<file path="src/hdl/dsi_reply_map.svh">
// register offsets, packet codes and field positions of the reply framer
`ifndef DSI_REPLY_MAP_SVH
`define DSI_REPLY_MAP_SVH
`define A_CTRL      8'h00
`define A_LEN       8'h04
`define A_MAXRET    8'h08
`define A_STAT      8'h0C
`define A_ERRCNT    8'h10
`define A_DATA_HI   4'h2
`define RSP_OKAY    2'h0
`define RSP_DECERR  2'h3
`define VC_REPLY    2'h0
`define DT_ACK_ERR  6'h02
`define DT_CMD_LONG 6'h1C
`define DT_CMD_ONE  6'h21
`define DT_CMD_TWO  6'h22
`define DT_GEN_LONG 6'h1A
`define DT_GEN_ONE  6'h11
`define DT_GEN_TWO  6'h12
`define ERR_ECC1    8
`define ERR_ECCM    9
`define ERR_CSUM    10
`define ERR_PROTO   15
`define ERR_KEEP    16'h9FFF
`define CRC_INIT    16'hFFFF
`define CRC_POLY    16'h8408
`define ECC_P0      24'hF12CB7
`define ECC_P1      24'hF2555B
`define ECC_P2      24'h749A6D
`define ECC_P3      24'hB8E38E
`define ECC_P4      24'hDF03F0
`define ECC_P5      24'hEFFC00
`define RST_MAXRET  5'h10
`define CNT_MAX     8'hFF
`endif

</file>
<file path="src/hdl/dsi_reply_pkg.sv">
// types shared by the reply framer
package dsi_reply_pkg;
  typedef enum logic [1:0] {TX_IDLE, TX_HDR, TX_PAY, TX_CRC} tx_state_t;
endpackage

</file>
<file path="src/hdl/dsi_response_and_error_report.sv">
// reply packet framer and receive error bookkeeping of the display link
`timescale 1ns/100ps
`include "dsi_reply_map.svh"
module dsi_response_and_error_report
(
  input  wire logic        aclk,
  input  wire logic        aresetn,
  input  wire logic [7:0]  awaddr,
  input  wire logic        awvalid,
  output logic             awready,
  input  wire logic [31:0] wdata,
  input  wire logic [3:0]  wstrb,
  input  wire logic        wvalid,
  output logic             wready,
  output logic [1:0]       bresp,
  output logic             bvalid,
  input  wire logic        bready,
  input  wire logic [7:0]  araddr,
  input  wire logic        arvalid,
  output logic             arready,
  output logic [31:0]      rdata,
  output logic [1:0]       rresp,
  output logic             rvalid,
  input  wire logic        rready,
  input  wire logic        link_clk,
  input  wire logic        bta_grant,
  input  wire logic        rx_pkt_done,
  input  wire logic [15:0] rx_err_flags,
  output logic             pkt_accept,
  output logic             lane_data,
  output logic             lane_active
);
  // ----------------------------------------------------------------
  // helpers
  // ----------------------------------------------------------------
  function automatic logic [15:0] crc_byte(input logic [15:0] c, input logic [7:0] d);
    logic [15:0] r;
    r = c;
    for (int i = 0; i < 8; i++)
    begin
      r = (r[0] ^ d[i]) ? ((r >> 1) ^ `CRC_POLY) : (r >> 1);
    end
    return r;
  endfunction

  function automatic logic [7:0] hdr_ecc(input logic [23:0] h);
    return {2'h0, ^(h & `ECC_P5), ^(h & `ECC_P4), ^(h & `ECC_P3),
            ^(h & `ECC_P2), ^(h & `ECC_P1), ^(h & `ECC_P0)};
  endfunction

  dsi_reply_pkg::tx_state_t st_q, st_d;
  logic [7:0]  buf_q [16];
  logic [2:0]  ls_q;
  logic        lvl_q, aw_have_q, w_have_q, bta_pend_q, more_q;
  logic        armed_q, generic_q, long_q, sig_err_q, accept_q;
  logic        data_q, active_q;
  logic [7:0]  awaddr_q, cnt_q, cnt_d;
  logic [31:0] wdata_q;
  logic [3:0]  wstrb_q;
  logic [4:0]  len_cfg_q, maxret_q, rem_q, off_q, len_q, idx_q;
  logic [2:0]  bit_q;
  logic [23:0] hdr_q;
  logic [15:0] last_err_q, crc_q;
  wire         ack_go;

  // ----------------------------------------------------------------
  // link clock sampling
  // ----------------------------------------------------------------
  // a change counts only once the second and third stage agree
  wire lagree = ls_q[1] == ls_q[2];
  wire lrise  = lagree & ls_q[2] & !lvl_q;

  always_ff @(posedge aclk)
  begin
    if (!aresetn)
    begin
      ls_q  <= 3'h0;
      lvl_q <= 1'b0;
    end
    else
    begin
      ls_q  <= {ls_q[1:0], link_clk};
      lvl_q <= lagree ? ls_q[2] : lvl_q;
    end
  end

  // ----------------------------------------------------------------
  // register bus
  // ----------------------------------------------------------------
  wire wr_go  = aw_have_q & w_have_q & !bvalid;
  wire ar_hs  = arvalid & arready;
  wire wr_dat = awaddr_q[7:4] == `A_DATA_HI;
  wire wr_ok  = wr_dat | awaddr_q == `A_CTRL | awaddr_q == `A_LEN
              | awaddr_q == `A_MAXRET;
  wire wr_arm = wr_go & awaddr_q == `A_CTRL & wstrb_q[0] & wdata_q[0]
              & !armed_q;
  wire cnt_rd = ar_hs & araddr == `A_ERRCNT;
  wire rd_dat = araddr[7:4] == `A_DATA_HI;
  wire [3:0] rb = {araddr[3:2], 2'h0};
  wire rd_ok  = rd_dat | araddr == `A_CTRL | araddr == `A_LEN
              | araddr == `A_MAXRET | araddr == `A_STAT | araddr == `A_ERRCNT;
  wire [31:0] rd_mux =
      rd_dat ? {buf_q[rb + 4'h3], buf_q[rb + 4'h2], buf_q[rb + 4'h1], buf_q[rb]}
    : araddr == `A_CTRL ? {30'h0, generic_q, armed_q}
    : araddr == `A_LEN ? {27'h0, len_cfg_q}
    : araddr == `A_MAXRET ? {27'h0, maxret_q}
    : araddr == `A_STAT ? {last_err_q, 14'h0, st_q != dsi_reply_pkg::TX_IDLE,
                           sig_err_q}
    : araddr == `A_ERRCNT ? {24'h0, cnt_q} : 32'h0;

  assign awready = !aw_have_q & !bvalid;
  assign wready  = !w_have_q & !bvalid;
  assign arready = !rvalid;

  always_ff @(posedge aclk)
  begin
    if (!aresetn)
    begin
      aw_have_q <= 1'b0;
      w_have_q  <= 1'b0;
      awaddr_q  <= 8'h0;
      wdata_q   <= 32'h0;
      wstrb_q   <= 4'h0;
      bvalid    <= 1'b0;
      bresp     <= `RSP_OKAY;
      rvalid    <= 1'b0;
      rresp     <= `RSP_OKAY;
      rdata     <= 32'h0;
    end
    else
    begin
      if (awvalid & awready)
      begin
        aw_have_q <= 1'b1;
        awaddr_q  <= awaddr;
      end
      if (wvalid & wready)
      begin
        w_have_q <= 1'b1;
        wdata_q  <= wdata;
        wstrb_q  <= wstrb;
      end
      if (wr_go)
      begin
        aw_have_q <= 1'b0;
        w_have_q  <= 1'b0;
        bvalid    <= 1'b1;
        bresp     <= wr_ok ? `RSP_OKAY : `RSP_DECERR;
      end
      else if (bready)
        bvalid <= 1'b0;
      if (ar_hs)
      begin
        rvalid <= 1'b1;
        rdata  <= rd_mux;
        rresp  <= rd_ok ? `RSP_OKAY : `RSP_DECERR;
      end
      else if (rready)
        rvalid <= 1'b0;
    end
  end

  // payload store: one byte per strobe lane
  always_ff @(posedge aclk)
  begin
    if (!aresetn)
    begin
      for (int i = 0; i < 16; i++)
        buf_q[i] <= 8'h0;
    end
    else if (wr_go & wr_dat)
    begin
      for (int k = 0; k < 4; k++)
        if (wstrb_q[k])
          buf_q[{awaddr_q[3:2], 2'(k)}] <= wdata_q[8*k +: 8];
    end
  end

  // ----------------------------------------------------------------
  // receive error bookkeeping
  // ----------------------------------------------------------------
  // reserved bit 13 and bit 14 are kept at zero; bit 15 passes through
  wire [15:0] flg     = rx_err_flags & `ERR_KEEP;
  wire        err_pkt = rx_pkt_done & (|flg);
  wire        cnt_hit = rx_pkt_done & (flg[`ERR_ECC1] | flg[`ERR_ECCM]
                      | flg[`ERR_CSUM]);

  // a packet that errs in the very cycle of the read is kept
  always_comb
  begin
    if (cnt_rd)
      cnt_d = cnt_hit ? 8'h01 : 8'h00;
    else if (cnt_hit & cnt_q != `CNT_MAX)
      cnt_d = cnt_q + 8'h01;
    else
      cnt_d = cnt_q;
  end

  always_ff @(posedge aclk)
  begin
    if (!aresetn)
    begin
      cnt_q      <= 8'h0;
      sig_err_q  <= 1'b0;
      accept_q   <= 1'b0;
      last_err_q <= 16'h0;
    end
    else
    begin
      cnt_q     <= cnt_d;
      sig_err_q <= err_pkt | (sig_err_q & !cnt_rd);
      accept_q  <= rx_pkt_done & !(|flg);
      if (rx_pkt_done)
        last_err_q <= flg;
      else if (ack_go)
        last_err_q <= 16'h0;
    end
  end

  assign pkt_accept = accept_q;

  // ----------------------------------------------------------------
  // reply framing
  // ----------------------------------------------------------------
  // the host's size limit arrives through MAXRET; zero is taken as one
  wire [4:0] maxeff  = (maxret_q == 5'h0) ? 5'h1 : maxret_q;
  wire [4:0] chunk   = (rem_q > maxeff) ? maxeff : rem_q;
  wire       idle    = st_q == dsi_reply_pkg::TX_IDLE;
  wire       go      = idle & lrise & (bta_pend_q | more_q);
  assign ack_go = go & bta_pend_q & (|last_err_q);
  wire       rd_go   = go & !ack_go & armed_q;
  wire [5:0] dt_long = generic_q ? `DT_GEN_LONG : `DT_CMD_LONG;
  wire [5:0] dt_two  = generic_q ? `DT_GEN_TWO : `DT_CMD_TWO;
  wire [5:0] dt_one  = generic_q ? `DT_GEN_ONE : `DT_CMD_ONE;
  wire [5:0] rd_dt   = chunk > 5'h2 ? dt_long : chunk == 5'h2 ? dt_two : dt_one;
  wire [7:0] sd0     = buf_q[off_q[3:0]];
  wire [7:0] sd1     = chunk == 5'h2 ? buf_q[off_q[3:0] + 4'h1] : 8'h00;
  wire [15:0] rd_body = chunk > 5'h2 ? {8'h00, 3'h0, chunk} : {sd1, sd0};
  wire [4:0] pidx    = off_q + idx_q;
  wire [7:0] cur_byte =
      st_q == dsi_reply_pkg::TX_HDR ?
        (idx_q == 5'h3 ? hdr_ecc(hdr_q) : hdr_q[8*idx_q[1:0] +: 8])
    : st_q == dsi_reply_pkg::TX_PAY ? buf_q[pidx[3:0]]
    : idx_q == 5'h0 ? crc_q[7:0] : crc_q[15:8];
  wire step     = lrise & !idle;
  wire last_bit = step & bit_q == 3'h7;
  wire hdr_end  = st_q == dsi_reply_pkg::TX_HDR & idx_q == 5'h3;
  wire pay_end  = st_q == dsi_reply_pkg::TX_PAY & idx_q == len_q - 5'h1;
  wire crc_end  = st_q == dsi_reply_pkg::TX_CRC & idx_q == 5'h1;
  wire pkt_end  = last_bit & ((hdr_end & !long_q) | crc_end);
  wire foot_bit = crc_q[bit_q];

  always_comb
  begin
    st_d = st_q;
    unique case (st_q)
      dsi_reply_pkg::TX_IDLE: if (ack_go | rd_go) st_d = dsi_reply_pkg::TX_HDR;
      dsi_reply_pkg::TX_HDR:
        if (last_bit & hdr_end)
          st_d = long_q ? dsi_reply_pkg::TX_PAY : dsi_reply_pkg::TX_IDLE;
      dsi_reply_pkg::TX_PAY: if (last_bit & pay_end) st_d = dsi_reply_pkg::TX_CRC;
      dsi_reply_pkg::TX_CRC: if (last_bit & crc_end) st_d = dsi_reply_pkg::TX_IDLE;
    endcase
  end

  // software setup: arm, size, and the host's return limit
  always_ff @(posedge aclk)
  begin
    if (!aresetn)
    begin
      len_cfg_q <= 5'h1;
      maxret_q  <= `RST_MAXRET;
      generic_q <= 1'b0;
    end
    else if (wr_go & wstrb_q[0])
    begin
      if (awaddr_q == `A_LEN)
        len_cfg_q <= (wdata_q[4:0] > 5'h10) ? 5'h10 : wdata_q[4:0];
      if (awaddr_q == `A_MAXRET)
        maxret_q <= wdata_q[4:0];
      if (wr_arm)
        generic_q <= wdata_q[1];
    end
  end

  always_ff @(posedge aclk)
  begin
    if (!aresetn)
    begin
      st_q       <= dsi_reply_pkg::TX_IDLE;
      armed_q    <= 1'b0;
      bta_pend_q <= 1'b0;
      more_q     <= 1'b0;
      rem_q      <= 5'h0;
      off_q      <= 5'h0;
      len_q      <= 5'h0;
      long_q     <= 1'b0;
      hdr_q      <= 24'h0;
      idx_q      <= 5'h0;
      bit_q      <= 3'h0;
      crc_q      <= `CRC_INIT;
      data_q     <= 1'b0;
      active_q   <= 1'b0;
    end
    else
    begin
      st_q       <= st_d;
      bta_pend_q <= bta_grant | (bta_pend_q & !go);
      if (go)
        more_q <= 1'b0;
      if (wr_arm)
      begin
        armed_q <= 1'b1;
        rem_q   <= len_cfg_q;
        off_q   <= 5'h0;
      end
      if (ack_go)
      begin
        long_q <= 1'b0;
        hdr_q  <= {last_err_q, `VC_REPLY, `DT_ACK_ERR};
      end
      if (rd_go)
      begin
        len_q  <= chunk;
        long_q <= chunk > 5'h2;
        rem_q  <= rem_q - chunk;
        hdr_q  <= {rd_body, `VC_REPLY, rd_dt};
      end
      if (go)
      begin
        idx_q <= 5'h0;
        bit_q <= 3'h0;
        crc_q <= `CRC_INIT;
      end
      // data lane bits go out least significant first, one per rising link clock edge
      if (lrise)
        active_q <= !idle;
      if (step)
      begin
        data_q <= cur_byte[bit_q];
        bit_q  <= bit_q + 3'h1;
      end
      if (last_bit)
        idx_q <= (hdr_end | pay_end) ? 5'h0 : idx_q + 5'h1;
      if (last_bit & st_q == dsi_reply_pkg::TX_PAY)
        crc_q <= crc_byte(crc_q, cur_byte);
      // a finished reply chunk either hands over to the next or disarms
      if (pkt_end & hdr_q[5:0] != `DT_ACK_ERR)
      begin
        off_q <= off_q + len_q;
        if (rem_q == 5'h0)
          armed_q <= 1'b0;
        else
          more_q <= 1'b1;
      end
    end
  end

  assign lane_data   = data_q;
  assign lane_active = active_q;

  // ----------------------------------------------------------------
  // checks
  // ----------------------------------------------------------------
  property p_discard;
    @(posedge aclk) disable iff (!aresetn)
    rx_pkt_done && (|flg) |=> !pkt_accept;
  endproperty
  a_discard: assert property (p_discard) else $error("errored packet accepted");

  property p_accept;
    @(posedge aclk) disable iff (!aresetn)
    rx_pkt_done && !(|flg) |=> pkt_accept;
  endproperty
  a_accept: assert property (p_accept) else $error("clean packet not accepted");

  property p_last;
    @(posedge aclk) disable iff (!aresetn)
    rx_pkt_done |=> last_err_q == $past(flg) && last_err_q[14:13] == 2'h0;
  endproperty
  a_last: assert property (p_last) else $error("last error not kept");

  property p_sig;
    @(posedge aclk) disable iff (!aresetn)
    err_pkt |=> sig_err_q;
  endproperty
  a_sig: assert property (p_sig) else $error("signal mode bit not set");

  property p_cnt;
    @(posedge aclk) disable iff (!aresetn)
    cnt_hit && !cnt_rd && cnt_q != `CNT_MAX |=> cnt_q == $past(cnt_q) + 8'h01;
  endproperty
  a_cnt: assert property (p_cnt) else $error("error count missed");

  property p_clr;
    @(posedge aclk) disable iff (!aresetn)
    cnt_rd && !rx_pkt_done |=> cnt_q == 8'h00 && !sig_err_q;
  endproperty
  a_clr: assert property (p_clr) else $error("count not cleared");

  property p_ack;
    @(posedge aclk) disable iff (!aresetn)
    ack_go |=> hdr_q[5:0] == 6'h02 && hdr_q[23:8] == $past(last_err_q)
           && st_q == dsi_reply_pkg::TX_HDR;
  endproperty
  a_ack: assert property (p_ack) else $error("bad error reply header");

  property p_vc;
    @(posedge aclk) disable iff (!aresetn)
    !idle |-> hdr_q[7:6] == 2'h0;
  endproperty
  a_vc: assert property (p_vc) else $error("nonzero virtual channel");

  property p_long;
    @(posedge aclk) disable iff (!aresetn)
    st_q == dsi_reply_pkg::TX_PAY |-> long_q && hdr_q[15:8] == {3'h0, len_q}
      && (hdr_q[5:0] == 6'h1C || hdr_q[5:0] == 6'h1A) && len_q > 5'h2;
  endproperty
  a_long: assert property (p_long) else $error("bad long reply header");

  property p_split;
    @(posedge aclk) disable iff (!aresetn)
    rd_go |=> len_q <= maxeff && len_q != 5'h0;
  endproperty
  a_split: assert property (p_split) else $error("chunk exceeds limit");

  property p_foot;
    @(posedge aclk) disable iff (!aresetn)
    step && st_q == dsi_reply_pkg::TX_CRC && idx_q == 5'h0
      |=> lane_data == $past(foot_bit);
  endproperty
  a_foot: assert property (p_foot) else $error("footer order wrong");
endmodule // dsi_response_and_error_report

</file>
<file path="config.mk">
export PLATFORM = sky130hd
export DESIGN_NAME = dsi_response_and_error_report
export DESIGN_NICKNAME = d
export VERILOG_FILES = /design/src/hdl/dsi_reply_pkg.sv /design/src/hdl/dsi_response_and_error_report.sv
export VERILOG_INCLUDE_DIRS = /design/src /design/src/hdl
export SDC_FILE = /design/constraint.sdc
export NUM_CORES = 1
export LEC_CHECK = 0
export BUFFER_PORTS_ARGS = -buffer_cell sky130_fd_sc_hd__buf_4
export CORE_ASPECT_RATIO = 0.75
export CORE_MARGIN = 4
export CORE_UTILIZATION = 35
export DETAILED_ROUTE_END_ITERATION = 6
export GPL_TIMING_DRIVEN = 0
export PLACE_DENSITY = 0.59
export SLEW_MARGIN = 20
export SYNTH_ARGS = -nofsm -noshare
export SYNTH_HDL_FRONTEND = slang
export SYNTH_SLANG_ARGS = --single-unit
</file>
<file path="constraint.sdc">
create_clock -name aclk -period 7.1 [get_ports aclk]
set_clock_uncertainty 0.1 [all_clocks]
set_input_delay 0 -clock aclk [delete_from_list [all_inputs] [get_ports aclk]]
set_output_delay 0 -clock aclk [all_outputs]
set_load 0.01 [all_outputs]
</file>
==> flow_summary.yaml <==
synthesis:
  ys_ff_latch: 320
  synthFlopType: "dfxtp_1"
  yosysTopAreaCell: "dfxtp_1"
  avgSynthCellArea_um2: 11.1
  synth.distinct_cells: 73
  ys.warnings.count: 0
  synth_cells: 1625
  synth_fp_nets: 1733
  synthTopCellsByArea: "dfxtp_1 21%, edfxtp_1 21%, mux4_2 16%"
  synth_top_area_share_pct: 21.4
  yosysSeqAreaShare_pct: 42.7
  syn-cell-area_mm2: 0.0180
  synth_edf_count: 128
  ys_async_sr_fraction_pct: 0
setup_path:
  startpoint_type: "register"
  cp_max_fo: 10
  cp.arrival_ps: 5650
  end_kind: "register"
  required_ps: 7380
  path_class: "reg -> reg"
sta:
  finalCritPeriodShare_pct: 75.7
  slew_headroom_pct: 22.2
  fmax_mhz: 186
  finalHoldViolations: 0
  rsz0062_at_grt: "false"
  final-max-slew-violation-count: 0
  period_needed_ps: 5380
  finalSetupViolCount: 0
  tightest_slew_ps: 1170
  setup_tns_ps: 0
final_layout:
  nets: 1978
  syn_to_final_growth_pct: 21.3
  drive_above_1_share_pct: 17.9
  fin_util_pct: 43.2
global_route:
  grt_pass1_wl_um: 98100
  grt_pass1_vias: 14400
  antenna_found_initial: 3
  overflow: 0
  grt_use_total_pct: 24.0
  grt_max_degree: 16
detailed_routing:
  vias_per_cell: 5.83
  drtPass1Iterations: 7
  drc_errors: 0
  num_vias: 14900
  avgRoutedWirePerCell_um: 26.6
  antenna_left: 0
  wl_um: 67900
  drt-initial-drc-count: 1524
clock_network:
  cts.sinks: 320
  htree_levels: 2
  clk_pin_slew_ps: 60
  ctsResizeCount: 0
  clockBufferDepth: 3
  ctsHoldBuffers: 88
  clock_latency_ps: 540
  cts_tree: "yes"
  cts-root-buf: "clkbuf_16"
  numCtsBuffers: 36
  post_cts.repair.setup_buffers: 0
power:
  powerDensity_mw_per_mm2: 200
  ir_drop_v: 0.000117
  leakagePower_nw: 8.17
floorplan:
  die_width_um: 270
  die_area_mm2: 0.0551
  ios: 122
  die_height_um: 204
  coreArea_mm2: 0.0505
  start_util_pct: 35.7
  floorplan.rows: 71
placed_design:
  dp_hpwl_um: 52700
  port_buffers: 117
  routabilityCongestion: 1.00
run:
  maxCapViolCount: 0
status:
  outcome: "completed"
worst_hold_path:
  hold_class: "in -> reg"
-- through the flow --
step | instance area, um^2 | total power [mW] | cells | setup WS (ps) | hold WS, ps
2_1_floorplan | 18000 | 2.23 | 1625 | 3280 | 0.0571
3_3_place_gp | 19700 | 2.42 | 2399 | 1840 | 93.4
3_5_place_dp | 19700 | 2.43 | 2400 | 1880 | 102
4_1_cts | 21800 | 4.37 | 2552 | 1850 | 22.1
5_1_grt | 21800 | 4.49 | 2553 | 1590 | 55.8
6_report | 21800 | 4.36 | 2554 | 1720 | 35.2
-- layout make-up --
| class | instances | area, um^2 |
|---|---|---|
| Antenna cell | 1 | 2.50 |
| Tap cell | 657 | 822 |
| Multi-Input combinational cell | 1166 | 9760 |
| Fill cell | 4731 | 28600 |
| Clock inverter | 13 | 139 |
| Buffer | 102 | 422 |
| Inverter | 37 | 139 |
| Timing Repair Buffer | 207 | 1770 |
| Clock buffer | 51 | 1070 |
| Sequential cell | 320 | 7690 |
-- state kept, by name (all words and copies together) (netlist names), 3 cells and up, named ones only --
register    cells
len_q           5
crc_q          16
awaddr_q        8
ls_q            3
rdata          32
idx_q           5
buf_q         128
cnt_q           8
bit_q           3
maxret_q        5
wdata_q        32
off_q           4
wstrb_q         4
len_cfg_q       5
hdr_q          21
rem_q           5
last_err_q     14
-- cells by family after synthesis --
family	after synthesis	synth area share [%]
AND/OR/NAND/NOR	562	15.3
adder cells (fa/ha/maj)	30	2.21
flip-flops	320	42.7
AO/OA/AOI/OAI	288	10.8
buffers and inverters	139	3.09
XOR/XNOR	86	4.82
multiplexers	200	21.1
-- final timing paths --
kind	startpoint	endpoint	slack, ps	cells after the start
min	araddr[6]	rdata[4]$_SDFFE_PN0P_	40	4
max reg2reg	idx_q[1]$_SDFFE_PN0P_	crc_q[10]$_SDFFE_PN1P_	1720	13
max	idx_q[1]$_SDFFE_PN0P_	crc_q[10]$_SDFFE_PN1P_	1720	13
min reg2reg	ls_q[0]$_SDFF_PN0_	ls_q[1]$_SDFF_PN0_	340	1
-- worst max-delay path, stage by stage (launching register included) --
cell and delay [ps]:
dfxtp_1 510, buf_1 510, inv_1 220, fa_1 770, buf_2 360, clkbuf_1 570
mux4_2 400, mux2i_1 380, o221ai_1 220, a21oi_1 340, xnor2_1 220, xnor2_1 370
xnor2_1 160, a31oi_1 90
-- per-layer routing --
metal | GRT usage [%] | vias to the layer above | part of all wire (%)
met1 | 33.9 | 7410 | 43
met3 | 6.57 | 127 | 11
li1 | - | 6553 | -
met5 | 0 | - | 0.038
met2 | 36.2 | 788 | 43
met4 | 7.47 | 4 | 3.5
-- where the power goes --
group / internal [mW] / switching, mW
clock: 1.13 / 0.787
sequential: 1.97 / 0.0860
combinational: 0.176 / 0.206
-- cell usage in the layout (no fill, tap or decap), types with 19 or more instances in the layout --
cell / synthesis / layout
nand2_1: 160 / 160
mux2i_1: 54 / 54
clkbuf_16: 0 / 38
a22o_1: 20 / 20
o21ai_0: 47 / 35
and2_1: 136 / 136
clkbuf_1: 81 / 85
xnor2_1: 53 / 53
xor2_1: 22 / 22
a21oi_1: 92 / 92
dfxtp_1: 192 / 192
a221oi_1: 25 / 25
mux4_2: 126 / 126
buf_4: 3 / 122
ha_1: 27 / 27
nor2_1: 140 / 140
nand2b_1: 19 / 19
edfxtp_1: 128 / 128
nor3_1: 39 / 39
dlygate4sd3_1: 0 / 88
inv_1: 37 / 37
-- cells in the mapped netlist (37+ instances only) --
master    count
dfxtp_1     192
and2_1      136
nor2_1      140
a21oi_1      92
edfxtp_1    128
nor3_1       39
mux2i_1      54
o21ai_0      47
mux4_2      126
xnor2_1      53
nand2_1     160
inv_1        37
clkbuf_1     81
Note: power is estimated with default switching activity, not from simulation.
